[src/design/brp_cfg.svh]
// constants for the block request processor
`ifndef BRP_CFG_SVH
`define BRP_CFG_SVH
`define BRP_T_READ 32'h0000_0000
`define BRP_T_WRITE 32'h0000_0001
`define BRP_T_SCSI 32'h0000_0002
`define BRP_T_SCSI_ALT 32'h0000_0003
`define BRP_T_FLUSH 32'h0000_0004
`define BRP_T_FLUSH_ALT 32'h0000_0005
`define BRP_BARRIER_BIT 31
`define BRP_SECTOR_SHIFT 9
`define BRP_SENSE_AREA_SIZE 32'h0000_0060
`define BRP_ST_OK 8'h00
`define BRP_ST_IO_FAULT 8'h01
`define BRP_ST_NOT_SUPPORTED 8'h02
`define BRP_FEAT_BARRIER 0
`define BRP_FEAT_WRITE_PROTECT 5
`define BRP_FEAT_SCSI 7
`define BRP_FEAT_FLUSH 9
`define BRP_A_CTRL 12'h000
`define BRP_A_FEAT 12'h004
`define BRP_A_STAT 12'h008
`define BRP_A_COUNT 12'h00c
`define BRP_A_LAST 12'h010
`define BRP_CTRL_RESET 32'h0000_0281
`endif

[src/design/brp_pkg.sv]
// types for the block request processor
package brp_pkg;
  typedef enum logic [1:0] {
    BRP_OP_READ,
    BRP_OP_WRITE,
    BRP_OP_SCSI,
    BRP_OP_FLUSH
  } brp_op_e;
  typedef struct packed {
    logic [31:0] rtype;
    logic [31:0] prio;
    logic [63:0] sector;
    logic [31:0] cmd_len;
    logic [31:0] data_len;
    logic [31:0] sense_cap;
  } brp_req_s;
  typedef struct packed {
    logic [63:0] offset;
    logic [31:0] len;
    logic [31:0] cmd_len;
    brp_op_e op;
  } brp_cmd_s;
  typedef struct packed {
    logic ok;
    logic [31:0] moved;
    logic [31:0] sense_len;
  } brp_resp_s;
  typedef struct packed {
    logic [31:0] data_len;
    logic [31:0] sense_len;
    logic [31:0] residual;
    logic [7:0] status;
  } brp_done_s;
endpackage

[src/design/brp_core.sv]
// block request processor: decode, ordering and completion
//
// Decided for this implementation: the placing of the registers and the APB interface to the registers.
`timescale 1ns/1ps
`include "brp_cfg.svh"
module brp_core #(
  parameter int MAX_OUT = 4
) (
  // clock, reset and enable
  input wire logic clk_i,
  input wire logic rst_n_i,
  input wire logic en_i,
  // apb slave
  input wire logic psel_i,
  input wire logic penable_i,
  input wire logic pwrite_i,
  input wire logic [11:0] paddr_i,
  input wire logic [31:0] pwdata_i,
  output logic [31:0] prdata_o,
  output logic pready_o,
  output logic pslverr_o,
  // request from the queue
  input wire logic req_valid_i,
  input wire brp_pkg::brp_req_s req_i,
  output logic req_ready_o,
  // command to storage
  output logic cmd_valid_o,
  output brp_pkg::brp_cmd_s cmd_o,
  input wire logic cmd_ready_i,
  // storage response, in issue order per slot
  input wire logic resp_valid_i,
  input wire brp_pkg::brp_resp_s resp_i,
  // result write-back
  output logic done_valid_o,
  output brp_pkg::brp_done_s done_o,
  output logic done_fields_o,
  output logic [31:0] done_prio_o
);

  // width of the pointers into the length ring; one bit at the least
  localparam int PW = (MAX_OUT > 1) ? $clog2(MAX_OUT) : 1;

  typedef enum logic [1:0] {
    BRP_S_IDLE,
    BRP_S_ISSUE,
    BRP_S_FIELDS,
    BRP_S_STATUS
  } brp_state_e;

  // decode outcome: 0 ok, 1 fault, 2 unsupported, 3 go to storage
  function automatic logic [1:0] brp_classify(input logic [31:0] t, input logic [31:0] f,
                                               output brp_pkg::brp_op_e op);
    logic [31:0] b;
    b = {1'b0, t[30:0]};
    op = brp_pkg::BRP_OP_READ;
    brp_classify = 2'd2;
    if (b == `BRP_T_READ) begin
      brp_classify = 2'd3;
    end else if (b == `BRP_T_WRITE) begin
      op = brp_pkg::BRP_OP_WRITE;
      brp_classify = f[`BRP_FEAT_WRITE_PROTECT] ? 2'd1 : 2'd3;
    end else if (b == `BRP_T_SCSI || b == `BRP_T_SCSI_ALT) begin
      op = brp_pkg::BRP_OP_SCSI;
      brp_classify = f[`BRP_FEAT_SCSI] ? 2'd3 : 2'd2;
    end else if (b == `BRP_T_FLUSH || b == `BRP_T_FLUSH_ALT) begin
      op = brp_pkg::BRP_OP_FLUSH;
      brp_classify = f[`BRP_FEAT_FLUSH] ? 2'd3 : 2'd2;
    end
  endfunction

  // next slot of the length ring, wrapping at MAX_OUT
  function automatic logic [PW-1:0] brp_wrap(input logic [PW-1:0] p);
    brp_wrap = (int'(p) == MAX_OUT - 1) ? '0 : p + PW'(1);
  endfunction

  brp_state_e state_reg, state_next;
  brp_pkg::brp_req_s cur_reg, cur_next;
  brp_pkg::brp_op_e op_reg, op_next;
  logic [31:0] feat_reg, feat_next;
  logic [31:0] count_reg, count_next;
  logic [7:0] last_reg, last_next;
  logic [$clog2(MAX_OUT+1)-1:0] out_reg, out_next;
  logic bar_reg, bar_next;
  logic req_ready_reg, req_ready_next;
  logic cmd_valid_reg, cmd_valid_next;
  brp_pkg::brp_cmd_s cmd_reg, cmd_next;
  logic done_valid_reg, done_valid_next;
  logic fields_reg, fields_next;
  brp_pkg::brp_done_s done_reg, done_next;
  logic [31:0] prdata_reg, prdata_next;
  logic pready_reg, pready_next;
  logic pslverr_reg, pslverr_next;
  brp_pkg::brp_op_e dec_op;
  logic [1:0] dec_cls;
  logic [31:0] moved_c;
  logic [31:0] sense_c;
  // local completion kept apart, so a storage answer cannot overwrite it
  brp_pkg::brp_done_s loc_reg, loc_next;
  // ring of requested lengths, one per command still at storage
  logic [PW-1:0] wp_reg, wp_next;
  logic [PW-1:0] rp_reg, rp_next;
  logic len_we;
  logic [31:0] len_head;
  logic [31:0] len_mem [MAX_OUT];

  // next-state logic
  always_comb begin
    state_next = state_reg;
    cur_next = cur_reg;
    op_next = op_reg;
    feat_next = feat_reg;
    count_next = count_reg;
    last_next = last_reg;
    out_next = out_reg;
    bar_next = bar_reg;
    req_ready_next = 1'b0;
    cmd_valid_next = cmd_valid_reg;
    cmd_next = cmd_reg;
    done_valid_next = 1'b0;
    fields_next = 1'b0;
    done_next = done_reg;
    prdata_next = prdata_reg;
    pready_next = 1'b0;
    pslverr_next = 1'b0;
    loc_next = loc_reg;
    wp_next = wp_reg;
    rp_next = rp_reg;
    len_we = 1'b0;
    // oldest outstanding command, answered first by storage
    len_head = len_mem[rp_reg];
    dec_cls = brp_classify(cur_reg.rtype, feat_reg, dec_op);
    moved_c = resp_i.moved;
    // sense length capped by the 96-byte area
    sense_c = (resp_i.sense_len > `BRP_SENSE_AREA_SIZE) ? `BRP_SENSE_AREA_SIZE
              : resp_i.sense_len;
    // priority passed on as a hint only
    // storage responses are taken to arrive in the order the commands were issued
    // completion straight from storage
    if (resp_valid_i && out_reg != '0) begin
      out_next = out_reg - 1'b1;
      done_valid_next = 1'b1;
      fields_next = 1'b1;
      done_next.data_len = moved_c;
      done_next.sense_len = sense_c;
      // residual requested minus moved
      // the length of the request being answered, not the latest one taken
      done_next.residual = (resp_i.moved > len_head) ? 32'h0000_0000
                           : len_head - resp_i.moved;
      rp_next = brp_wrap(rp_reg);
      done_next.status = resp_i.ok ? `BRP_ST_OK : `BRP_ST_IO_FAULT;
      count_next = count_reg + 32'h0000_0001;
      last_next = done_next.status;
      if (out_reg == 1) begin
        bar_next = 1'b0;
      end
    end
    case (state_reg)
      BRP_S_IDLE: begin
        if (req_valid_i && !bar_reg && out_reg < MAX_OUT[$bits(out_reg)-1:0]
            && !done_valid_next) begin
          req_ready_next = 1'b1;
          cur_next = req_i;
          state_next = BRP_S_ISSUE;
        end
      end
      BRP_S_ISSUE: begin
        op_next = dec_op;
        if (feat_reg[`BRP_FEAT_BARRIER] && cur_reg.rtype[`BRP_BARRIER_BIT]
            && out_reg != '0) begin
          state_next = BRP_S_ISSUE;
        end else if (dec_cls != 2'd3) begin
          loc_next.data_len = 32'h0000_0000;
          loc_next.sense_len = 32'h0000_0000;
          loc_next.residual = cur_reg.data_len;
          loc_next.status = {6'h00, dec_cls};
          state_next = BRP_S_FIELDS;
        end else if (!cmd_valid_reg) begin
          cmd_valid_next = 1'b1;
          // byte offset is sector times 512 for read and write, zero for the other types
          cmd_next.offset = (dec_op == brp_pkg::BRP_OP_READ || dec_op == brp_pkg::BRP_OP_WRITE)
                            ? (cur_reg.sector << `BRP_SECTOR_SHIFT) : 64'h0000_0000_0000_0000;
          cmd_next.len = cur_reg.data_len;
          cmd_next.cmd_len = cur_reg.cmd_len;
          cmd_next.op = dec_op;
        end else if (cmd_ready_i) begin
          cmd_valid_next = 1'b0;
          out_next = out_next + 1'b1;
          // remember what was asked for, for the residual later
          len_we = 1'b1;
          wp_next = brp_wrap(wp_reg);
          bar_next = feat_reg[`BRP_FEAT_BARRIER] & cur_reg.rtype[`BRP_BARRIER_BIT];
          state_next = BRP_S_IDLE;
        end
      end
      BRP_S_FIELDS: begin
        if (!done_valid_next) begin
          fields_next = 1'b1;
          done_next = loc_reg;
          state_next = BRP_S_STATUS;
        end
      end
      BRP_S_STATUS: begin
        // storage answers take the write-back port first; wait for a free cycle
        if (!done_valid_next) begin
          done_valid_next = 1'b1;
          done_next = loc_reg;
          count_next = count_reg + 32'h0000_0001;
          last_next = loc_reg.status;
          state_next = BRP_S_IDLE;
        end
      end
      default: begin
        state_next = BRP_S_IDLE;
      end
    endcase
    // apb access phase answered in one cycle
    if (psel_i && penable_i && !pready_reg) begin
      pready_next = 1'b1;
      prdata_next = 32'h0000_0000;
      if (paddr_i == `BRP_A_CTRL) begin
        prdata_next = feat_reg;
      end else if (paddr_i == `BRP_A_FEAT) begin
        prdata_next = feat_reg;
      end else if (paddr_i == `BRP_A_STAT) begin
        prdata_next = {28'h000_0000, bar_reg, out_reg != '0, state_reg};
      end else if (paddr_i == `BRP_A_COUNT) begin
        prdata_next = count_reg;
      end else if (paddr_i == `BRP_A_LAST) begin
        prdata_next = {24'h00_0000, last_reg};
      end else begin
        pslverr_next = 1'b1;
      end
    end
    // write lands on the edge that completes the transfer, pready seen high
    if (psel_i && penable_i && pready_reg && pwrite_i) begin
      if (paddr_i == `BRP_A_CTRL) begin
        feat_next = pwdata_i;
      end
    end
  end

  // state registers, frozen while en_i is low
  always_ff @(posedge clk_i or negedge rst_n_i) begin
    if (!rst_n_i) begin
      state_reg <= BRP_S_IDLE;
      cur_reg <= '0;
      op_reg <= brp_pkg::BRP_OP_READ;
      feat_reg <= `BRP_CTRL_RESET;
      count_reg <= 32'h0000_0000;
      last_reg <= 8'h00;
      out_reg <= '0;
      bar_reg <= 1'b0;
      req_ready_reg <= 1'b0;
      cmd_valid_reg <= 1'b0;
      cmd_reg <= '0;
      done_valid_reg <= 1'b0;
      fields_reg <= 1'b0;
      done_reg <= '0;
      prdata_reg <= 32'h0000_0000;
      pready_reg <= 1'b0;
      pslverr_reg <= 1'b0;
      loc_reg <= '0;
      wp_reg <= '0;
      rp_reg <= '0;
    end else if (en_i) begin
      state_reg <= state_next;
      cur_reg <= cur_next;
      op_reg <= op_next;
      feat_reg <= feat_next;
      count_reg <= count_next;
      last_reg <= last_next;
      out_reg <= out_next;
      bar_reg <= bar_next;
      req_ready_reg <= req_ready_next;
      cmd_valid_reg <= cmd_valid_next;
      cmd_reg <= cmd_next;
      done_valid_reg <= done_valid_next;
      fields_reg <= fields_next;
      done_reg <= done_next;
      prdata_reg <= prdata_next;
      pready_reg <= pready_next;
      pslverr_reg <= pslverr_next;
      loc_reg <= loc_next;
      wp_reg <= wp_next;
      rp_reg <= rp_next;
    end
  end

  // length ring, written as a command is handed to storage
  always_ff @(posedge clk_i) begin
    if (en_i && len_we) begin
      len_mem[wp_reg] <= cur_reg.data_len;
    end
  end

  // outputs straight from flops
  assign prdata_o = prdata_reg;
  assign pready_o = pready_reg;
  assign pslverr_o = pslverr_reg;
  assign req_ready_o = req_ready_reg;
  assign cmd_valid_o = cmd_valid_reg;
  assign cmd_o = cmd_reg;
  assign done_valid_o = done_valid_reg;
  assign done_fields_o = fields_reg;
  assign done_o = done_reg;
  assign done_prio_o = cur_reg.prio;

endmodule

[config.mk]
export PLATFORM = sky130hd
export DESIGN_NAME = brp_core
export DESIGN_NICKNAME = d
export VERILOG_FILES = /design/src/design/brp_pkg.sv /design/src/design/brp_core.sv
export VERILOG_INCLUDE_DIRS = /design/src /design/src/design
export SDC_FILE = /design/constraint.sdc
export NUM_CORES = 1
export LEC_CHECK = 0
export BUFFER_PORTS_ARGS = -buffer_cell sky130_fd_sc_hd__buf_2
export CAP_MARGIN = 10
export CORE_AREA = 3 3 253 255
export CTS_BUF_LIST = sky130_fd_sc_hd__clkbuf_16
export DETAILED_ROUTE_END_ITERATION = 8
export DIE_AREA = 0 0 256 258
export PLACE_DENSITY = 0.7
export REMOVE_ABC_BUFFERS = 1
export SLEW_MARGIN = 20
export SYNTH_ARGS = -nofsm -noshare
export SYNTH_HDL_FRONTEND = slang
export SYNTH_SLANG_ARGS = --single-unit
[constraint.sdc]
create_clock -name clk_i -period 7.2 [get_ports clk_i]
set_input_delay 0.72 -clock clk_i [delete_from_list [all_inputs] [get_ports clk_i]]
set_output_delay 0.72 -clock clk_i [all_outputs]
set_load 0.01 [all_outputs]
==> summary by stage, run 1 <==
Status
The run finished with clean final reports.

Layout
The final standard cell count with taps included and fillers excluded is 3,621. Cells fill 56.3% of the core in the end. In the final layout, the multi-input gates occupy 10,000 um^2. The area added between synthesis and finish is 20.6%. The number of flip-flops under the largest register name is 151. The register area is 17,900 um^2. The layout cell share with drive strength beyond 1 is 39.2%. The filler cells instantiated in the layout total 5,055. The number of nets at the end of the flow is 3,095.

Placement
Once placement completed, the tool counted placed cells totaling 3,461. In this run the tool buffered the top-level ports with 595 buffer cells. The estimated wirelength of the detail-placed design is 50,000 um. Prior to clock tree synthesis, the placed netlist has a worst setup slack of 2.76 ns. The weighted congestion reported at the end of routability-driven placement is 0.868.

Min path
The path category of the worst min-delay check is in -> async.

Synthesis
The synthesized netlist occupies a cell area of 28,900 um^2. The most common flop cell mapped by yosys is dfrtp_1. The number of flops mapped to enable cells by yosys is 128.

The fraction of the yosys area taken by sequential cells is 62.0%. The leading cell type by number of instances after synthesis is dfrtp_1. In the synthesized netlist the async set-or-reset flop fraction comes to 81.4%. The Yosys step of the flow raised 0 warnings.

Synthesis produced 2,158 cells. Averaged over all synthesized cells, the footprint is 13.4 um^2. The synthesized design contains 690 register bits. After synthesis, the largest area contributor takes up 48.4% of total cell area. The commonest cells after synthesis are dfrtp_1, mux2_2, nand2_1. In the post-synthesis netlist, the biggest area contributors are dfrtp_1, edfxtp_1, mux2_2.

The cell taking the most area after synthesis is dfrtp_1. The number of library cell types mapped by synthesis is 73.

Critical path
In this run the worst path has a maximum fanout of 23. The cell with the largest stage delay on the worst path is dfrtp_2. The worst setup path is captured at a register. Data on the critical path arrives at its endpoint at 4.85 ns. The largest incremental delay on the critical path is 0.88 ns.

Traced cell by cell, the critical path runs through buf_4, mux4_2, ha_1, o21a_1, o21a_1, o211a_1, nor3_1, o211ai_1, a21boi_2, buf_4, a211o_1, o31ai_1. The element type at the critical path start is a register. The critical path is of the reg -> reg type. For the worst setup path, the data required time is 7.67 ns.

Power and ir drop
The total net switching power is 0.00362 W. The power density over the cells is 345 nW/um^2. The portion of total power attributed to combinational logic is 23.6%. The internal portion of the total power is 0.00840 W. The worst IR drop on VDD is 0.225 mV.

The switching share of power is 30.1%. The reported leakage power is 17.0 nW. The clock network burns 31.1% of the power. The total power consumption of the routed design is 0.0120 W.

The share of total power in sequential cells is 45.3%.

Timing
The shortest clock period the worst path allows after layout is 4.37 ns. Setup repair after global routing left no endpoint under its margin. The slew at the pin with the worst max-slew slack is 1.13 ns. The peak clock frequency supported by timing is 229 MHz.

The clock skew after layout is 0.0294 ns. The final hold violation count came to 0. The count of pins over their slew limit is 0.

The final cycle utilization of the critical path is 60.8%. Setup violations remaining at the end of the flow were counted as 0. The worst path meets setup with 2.83 ns of slack.

Measured against its own limit, the worst slew margin works out to 24.8%.

Routing
For this block, the routed nets add up to 72,400 um of wire. For this block, the via count after detailed routing is 19.1k. The number of violations reported at the end of detailed-routing iteration 0 is 1,186. The number of remaining DRC errors is 0. Using the TritonRoute via totals, the vias-per-cell ratio works out to 5.28. The remaining antenna violation count after routing is 0.

The routed wirelength normalized by instance count is 20.0 um. The first detailed-routing pass took 7 iterations.

Global route
After global routing the overflow that remains totals 0. The aggregate global-route resource usage is 21.8%. Entering global routing, the biggest net connects 184 pins.

The number of global-route vias before repair was 20.3k. The number of antenna violations at the first check in global routing was 29. The first global-routing pass estimated 114,000 um of wire.

Clocking
The clock-pin slew on the worst setup and hold paths is 0.06 ns. After clock tree synthesis, the repair step resized 0 gates. The sink count of the clock tree is 690. The number of buffers inserted during clock tree synthesis is 75. The root buffer cell chosen for the clock tree is clkbuf_16.

Buffers inserted to repair hold after CTS numbered 0. Buffers added to address setup during post-CTS repair amount to 0. TritonCTS built the clock tree.

The clock latency reported for the late side of the worst-skew pair is 0.62 ns. The H-tree was split into 3 levels. The maximum clock insertion buffer count is 3.

Run
Max-cap violations in this run came to 0.

Die
The floorplan core area is 61,800 um^2. The floorplan step defined a die boundary enclosing 66,000 um^2. After floorplanning, the core was divided into 91 placement rows. From left edge to right edge, the die measures 256 um. The total I/O pin count is 646. The starting density of the core is 46.7%. The y dimension of the die is 258 um.
## critical path, delay by kind of cell, from the launching register on
family / cells / cell delay, ns
AO/OA/AOI/OAI: 7 / 1.39
adder cells (fa/ha/maj): 1 / 0.39
buffers and inverters: 2 / 0.79
flip-flops: 1 / 0.88
multiplexers: 1 / 0.55
AND/OR/NAND/NOR: 1 / 0.21
## per-stage QoR
step / setup TNS, ns / instance area [um^2] / hold slack [ns]
CTS: 0 / 34800 / 0.231
global placement: 0 / 32300 / 0.456
finish: 0 / 34800 / 0.196
floorplan: -163.72 / 28100 / 0.424
global route: 0 / 34800 / 0.262
detailed placement: 0 / 32300 / 0.462
## metal layers
metal | part of all wire, % | up-vias | global-route usage (%)
met1 | 39 | 9523 | 26.2
met4 | 2.9 | 14 | 8.57
met3 | 7.4 | 138 | 5.72
met2 | 51 | 678 | 37.6
met5 | 0.14 | - | 0
li1 | - | 8750 | -
## path summary, 6_finish.rpt
check	end	cells past startpoint	startpoint	slack [ns]
max	done_o[34]$_DFFE_PN0P_	12	rp_reg[0]$_DFFE_PN0P_	2.83
min	cur_reg[62]$_DFFE_PN0P_	1	rst_n_i	0.20
max reg2reg	done_o[34]$_DFFE_PN0P_	12	rp_reg[0]$_DFFE_PN0P_	2.83
min reg2reg	cmd_o[117]$_DFFE_PN0P_	2	cmd_o[117]$_DFFE_PN0P_	0.47
max in group asynchronous	prdata_o[11]$_DFFE_PN0P_	2	rst_n_i	5.47
min in group clk_i	feat_reg[29]$_DFFE_PN0P_	2	pwdata_i[29]	0.33
## cell type report
cell class | count | area share, %
clock buffer | 81 | 5.82
multi-input combinational | 1269 | 28.7
sequential | 690 | 51.4
clock inverter | 56 | 1.14
timing repair buffer | 611 | 9.11
inverter | 54 | 0.582
antenna | 23 | 0.165
tap | 837 | 3.01
## cell families (layout without fill, tap and decap cells)
kind of cell / after synthesis / in the layout / share of synthesized area [%]
DFF: 690 / 690 / 62.0
and+or+nand+nor: 451 / 451 / 7.44
AOI/OAI and AO/OA: 351 / 351 / 7.50
muxes: 344 / 344 / 15.3
buffers and inverters: 207 / 802 / 3.55
xor gates and xnor gates: 62 / 62 / 1.88
adders and majority gates: 52 / 52 / 2.28
other: 1 / 32 / 0.0130
## cells in the final DEF, fill, tap and decap left out, types with 12 or more instances in the layout
cell type / synthesis / routed
mux2_4: 50 / 50
diode_2: 0 / 23
dfrtp_1: 559 / 558
mux4_2: 32 / 32
xnor2_1: 38 / 38
and3_1: 13 / 12
a22oi_1: 56 / 56
nor2_1: 40 / 40
nand2_1: 243 / 242
and2_1: 45 / 41
a21oi_1: 28 / 28
ha_1: 51 / 51
mux2_2: 254 / 254
clkbuf_16: 0 / 81
xor2_1: 24 / 24
nand4_1: 17 / 17
edfxtp_1: 128 / 128
inv_1: 53 / 71
nor3_1: 12 / 12
clkinv_2: 0 / 12
o21ai_0: 179 / 178
nor4_1: 15 / 15
buf_2: 18 / 594
nand3_1: 29 / 29
## power by group through the flow
stage               Combinational, W  Clock, W  Sequential, W
finish                       0.00283   0.00374        0.00544
global placement             0.00275         0        0.00545
global route                 0.00313   0.00401        0.00556
detailed placement           0.00285         0        0.00551
CTS                          0.00287   0.00384        0.00545
floorplan                    0.00184         0        0.00545
Note: power is estimated with default switching activity, not from simulation.
==> run 2: changes to the inputs <==
--- a/config.mk
+++ b/config.mk
@@ -6,13 +6,14 @@
 export SDC_FILE = /design/constraint.sdc
 export NUM_CORES = 1
 export LEC_CHECK = 0
+export ABC_AREA = 1
 export BUFFER_PORTS_ARGS = -buffer_cell sky130_fd_sc_hd__buf_2
 export CAP_MARGIN = 10
-export CORE_AREA = 3 3 253 255
+export CORE_MARGIN = 3
+export CORE_UTILIZATION = 50
 export CTS_BUF_LIST = sky130_fd_sc_hd__clkbuf_16
 export DETAILED_ROUTE_END_ITERATION = 8
-export DIE_AREA = 0 0 256 258
-export PLACE_DENSITY = 0.7
+export PLACE_DENSITY = 0.77
 export REMOVE_ABC_BUFFERS = 1
 export SLEW_MARGIN = 20
 export SYNTH_ARGS = -nofsm -noshare
==> constraint.sdc (replaced) <==
create_clock -name clk_i -period 3.79 [get_ports clk_i]
set_input_delay 0.379 -clock clk_i [delete_from_list [all_inputs] [get_ports clk_i]]
set_output_delay 0.379 -clock clk_i [all_outputs]
set_load 0.01 [all_outputs]
==> summary by stage, run 2 <==
Critical path
The largest fanout of any net on the critical path is 32 (was 23). The element type at the critical path start was a register (unchanged). The sort of element at the end of the critical path was a register (unchanged). The endpoint required time on the critical path is 4.27 ns (was 7.67 ns). The arrival time reported for the critical path endpoint was 3.83 ns (was 4.85 ns). The worst-case reg-to-reg path depth is 16 (was 12).

The type of the worst setup path is reg -> reg (unchanged).

Placement
The weighted congestion reported at the end of routability-driven placement is 0.936 (was 0.868). The count of buffers from port buffering was 595 (unchanged). The pre-CTS setup slack is 0.311 ns (was 2.76 ns). The number of cells in the design after placement is 4,414 (was 3,461). The estimated wirelength of the detail-placed design is 60,000 um (was 50,000 um).

Synthesis
The cell taking the most area after synthesis is dfrtp_1 (unchanged). The average instance area after synthesis came to 9.75 um^2 (was 13.4 um^2). The cell area after technology mapping is 30,900 um^2 (was 28,900 um^2). The leading cell type by number of instances after synthesis is nand2_1 (was dfrtp_1). The fraction of synthesized cell area taken by the top area cell type was 45.2% (was 48.4%). The proportion of synthesized flip-flops having asynchronous set or reset was 81.4% (unchanged).

The synthesized netlist cell count is 3,171 (was 2,158). Leading post-synthesis cells by instance count: nand2_1, dfrtp_1, inv_1 (was dfrtp_1, mux2_2, nand2_1). The flip-flop and latch count after synthesis is 690 (unchanged).

The fraction of the yosys area taken by sequential cells is 57.9% (was 62.0%). The number of flops mapped to enable cells by yosys is 128 (unchanged). The number of library cell types mapped by synthesis is 54 (was 73).

The synthesis warning total came to 0 (unchanged). Dominant cells by area after synthesis: dfrtp_1, edfxtp_1, nand2_1 (was dfrtp_1, edfxtp_1, mux2_2). The most common flop cell mapped by yosys is dfrtp_1 (unchanged).

Global route
The largest net degree at the start of global routing was 107 (was 184). The total overflow reported by the global router was 0 (unchanged). The aggregate global-route resource usage is 27.5% (was 21.8%).

The number of antenna violations at the first check in global routing is 9 (was 29). The global-route wire length before repair was 140,000 um (was 114,000 um). The number of global-route vias before repair is 25.4k (was 20.3k).

Min path
The path category of the worst min-delay check is in -> reg (was in -> async). The hold path depth is 3.

Routing
The remaining antenna violation count after routing is 0 (unchanged). The number of violations reported at the end of detailed-routing iteration 0 was 1,919 (was 1,186). The detailed-routed wire length on met3 is 6630 um (was 5380 um). The first-pass detailed-route iteration total came to 5 (was 7). The routed wirelength normalized by instance count is 19.1 um (was 20.0 um).

The top routing layer in use is met4 (was met5). The met2 wire length came to 44,000 um (was 36,600 um). The overall via count from detail_route is 25.3k (was 19.1k). The number of remaining DRC errors came to 0 (unchanged). The routed length on met1 is 35,700 um (was 28,200 um). The average vias per placed instance came to 5.35 (was 5.28). The wire length reported by the detailed router is 90,200 um (was 72,400 um).

Run
The count of maximum capacitance violations is 0 (unchanged).

Status
Result of the run: completed (unchanged).

Timing
RSZ-0062 raised after global routing: false (unchanged). The final setup violation count is 0 (unchanged). The shortest clock period the worst path allows after layout came to 3.35 ns (was 4.37 ns). The final hold violation count is 0 (unchanged). The peak clock frequency supported by timing is 299 MHz (was 229 MHz).

The slew at the pin with the worst max-slew slack is 1.06 ns (was 1.13 ns). The final worst setup slack is 0.440 ns (was 2.83 ns). The worst slew margin relative to its limit is 29.0% (was 24.8%). The final sum of negative setup slack came to 0 ns (unchanged).

The worst hold margin came to 0.0410 ns (was 0.196 ns). The count of pins over their slew limit came to 0 (unchanged). The clock skew after layout came to 0.0207 ns (was 0.0294 ns). The final cycle utilization of the critical path came to 88.4% (was 60.8%).

Power and ir drop
The reported leakage power is 19.1 nW (was 17.0 nW). The worst IR drop on VDD is 0.519 mV (was 0.225 mV). The clock network fraction of total power came to 25.7% (was 31.1%). The total net switching power is 0.00960 W (was 0.00362 W). The switching share of power came to 36.9% (was 30.1%). The portion of total power attributed to combinational logic is 33.4% (was 23.6%). The power density over the cells was 676 nW/um^2 (was 345 nW/um^2).

The total power consumption of the routed design is 0.0260 W (was 0.0120 W). The internal power was 0.0164 W (was 0.00840 W). The share of total power in sequential cells is 40.9% (was 45.3%).

Clocking
The clock-pin slew on the worst setup and hold paths is 0.06 ns (about the same). The root cell of the clock tree was clkbuf_16 (unchanged). The level count of the clock H-tree is 3 (unchanged). The number of buffers inserted by post-CTS setup repair is 0 (unchanged). The number of buffers inserted during clock tree synthesis came to 74 (was 75). The sink count of the clock tree is 690 (unchanged). The maximum clock insertion buffer count is 3 (unchanged). The TritonCTS clock tree is done (unchanged). The clock latency reported for the late side of the worst-skew pair was 0.61 ns (was 0.62 ns).

Die
The total I/O pin count is 646 (unchanged). The chip width was 255 um (was 256 um). The starting density of the core is 50.8% (was 46.7%). The cell row count is 90 (was 91). The floorplan core area is 60,800 um^2 (was 61,800 um^2). The y dimension of the die is 255 um (was 258 um). The total die area is 64,900 um^2 (was 66,000 um^2).

Layout
The number of flip-flops under the largest register name is 151 (unchanged). The layout cell share with drive strength beyond 1 is 25.5% (was 39.2%). The most common cell after layout, fill and taps aside was nand2_1 (was buf_2). The area added between synthesis and finish is 24.4% (was 20.6%). The number of nets at the end of the flow is 4,276 (was 3,095). Most frequent cells in the layout: nand2_1, buf_2, dfrtp_1 (was buf_2, dfrtp_1, mux2_2).

The final standard cell count with taps included and fillers excluded came to 4,731 (was 3,621).
[run 2: cell families (layout without fill, tap and decap cells)]
kind of cell               Yosys count  after routing  share of synthesized area, %
adders and majority gates           52             52                          2.13
other                                1             18                        0.0121
and+or+nand+nor                   1149           1149                          15.3
buffers and inverters              482           1243                          6.94
muxes                              147            147                          5.35
xor gates and xnor gates            34             34                         0.963
AOI/OAI and AO/OA                  616            616                          11.4
DFF                                690            690                          57.9
[run 2: per-layer routing]
layer	vias to the layer above	GRT usage (%)
met4	0	12.0
met1	12200	34.4
met5	-	0
met3	224	5.65
met2	992	46.4
li1	11900	-
[run 2: cell type report]
class	count	area [um^2]
antenna	9	22.5
clock buffer	75	1880
clock inverter	59	338
fill	4730	22300
inverter	292	1100
multi-input combinational	2007	11000
sequential	690	17900
tap	782	978
timing repair buffer	817	5280
[run 2: final timing paths]
path                            slack, ns                      from                       end
worst min register to register       0.47  done_valid_o$_DFFE_PN0P_  done_valid_o$_DFFE_PN0P_
max in group asynchronous            2.43                   rst_n_i    cmd_o[104]$_DFFE_PN0P_
worst max-delay path                 0.44     rp_reg[0]$_DFFE_PN0P_    done_o[30]$_DFFE_PN0P_
worst min-delay path                 0.04                 req_i[42]   cur_reg[42]$_DFFE_PN0P_
worst max register to register       0.44     rp_reg[0]$_DFFE_PN0P_    done_o[30]$_DFFE_PN0P_
min in group asynchronous            0.41                   rst_n_i    done_o[70]$_DFFE_PN0P_
[run 2: repair_timing]
item / in CTS / in global routing
resized for setup: 0 / 2
hold buffers: 174 / 0
hold endpoints to repair: 244 / 0
endpoints found under the setup margin: 0 / 20
[run 2: critical path, stage by stage (launching register included)]
cell and delay (ns):
dfrtp_4 0.55, clkinv_1 0.25, buf_4 0.30, o21ai_0 0.25, o22ai_1 0.13, ha_1 0.36
a21oi_1 0.19, o21ai_0 0.16, nand2_1 0.09, nand2_1 0.05, a21oi_1 0.17, nand2_1 0.15
buf_6 0.22, nand3_1 0.10, nand2_1 0.08, nand2_1 0.08, nand2_1 0.06
[run 2: power groups by stage]
stage | Combinational [W] | Clock, W | Sequential, W
5_1_grt | 0.00971 | 0.00711 | 0.0108
3_3_place_gp | 0.00819 | 0 | 0.0106
2_1_floorplan | 0.00508 | 0 | 0.0108
6_report | 0.00868 | 0.00669 | 0.0106
3_5_place_dp | 0.00837 | 0 | 0.0107
4_1_cts | 0.00858 | 0.00681 | 0.0106
[run 2: per-stage QoR]
step	instance area [um^2]	util [%]
after global routing	38500	63.3
after CTS	38400	63.2
final	38500	63.3
after floorplan	29900	-
after global placement	34500	56.7
after detailed placement	34500	56.7
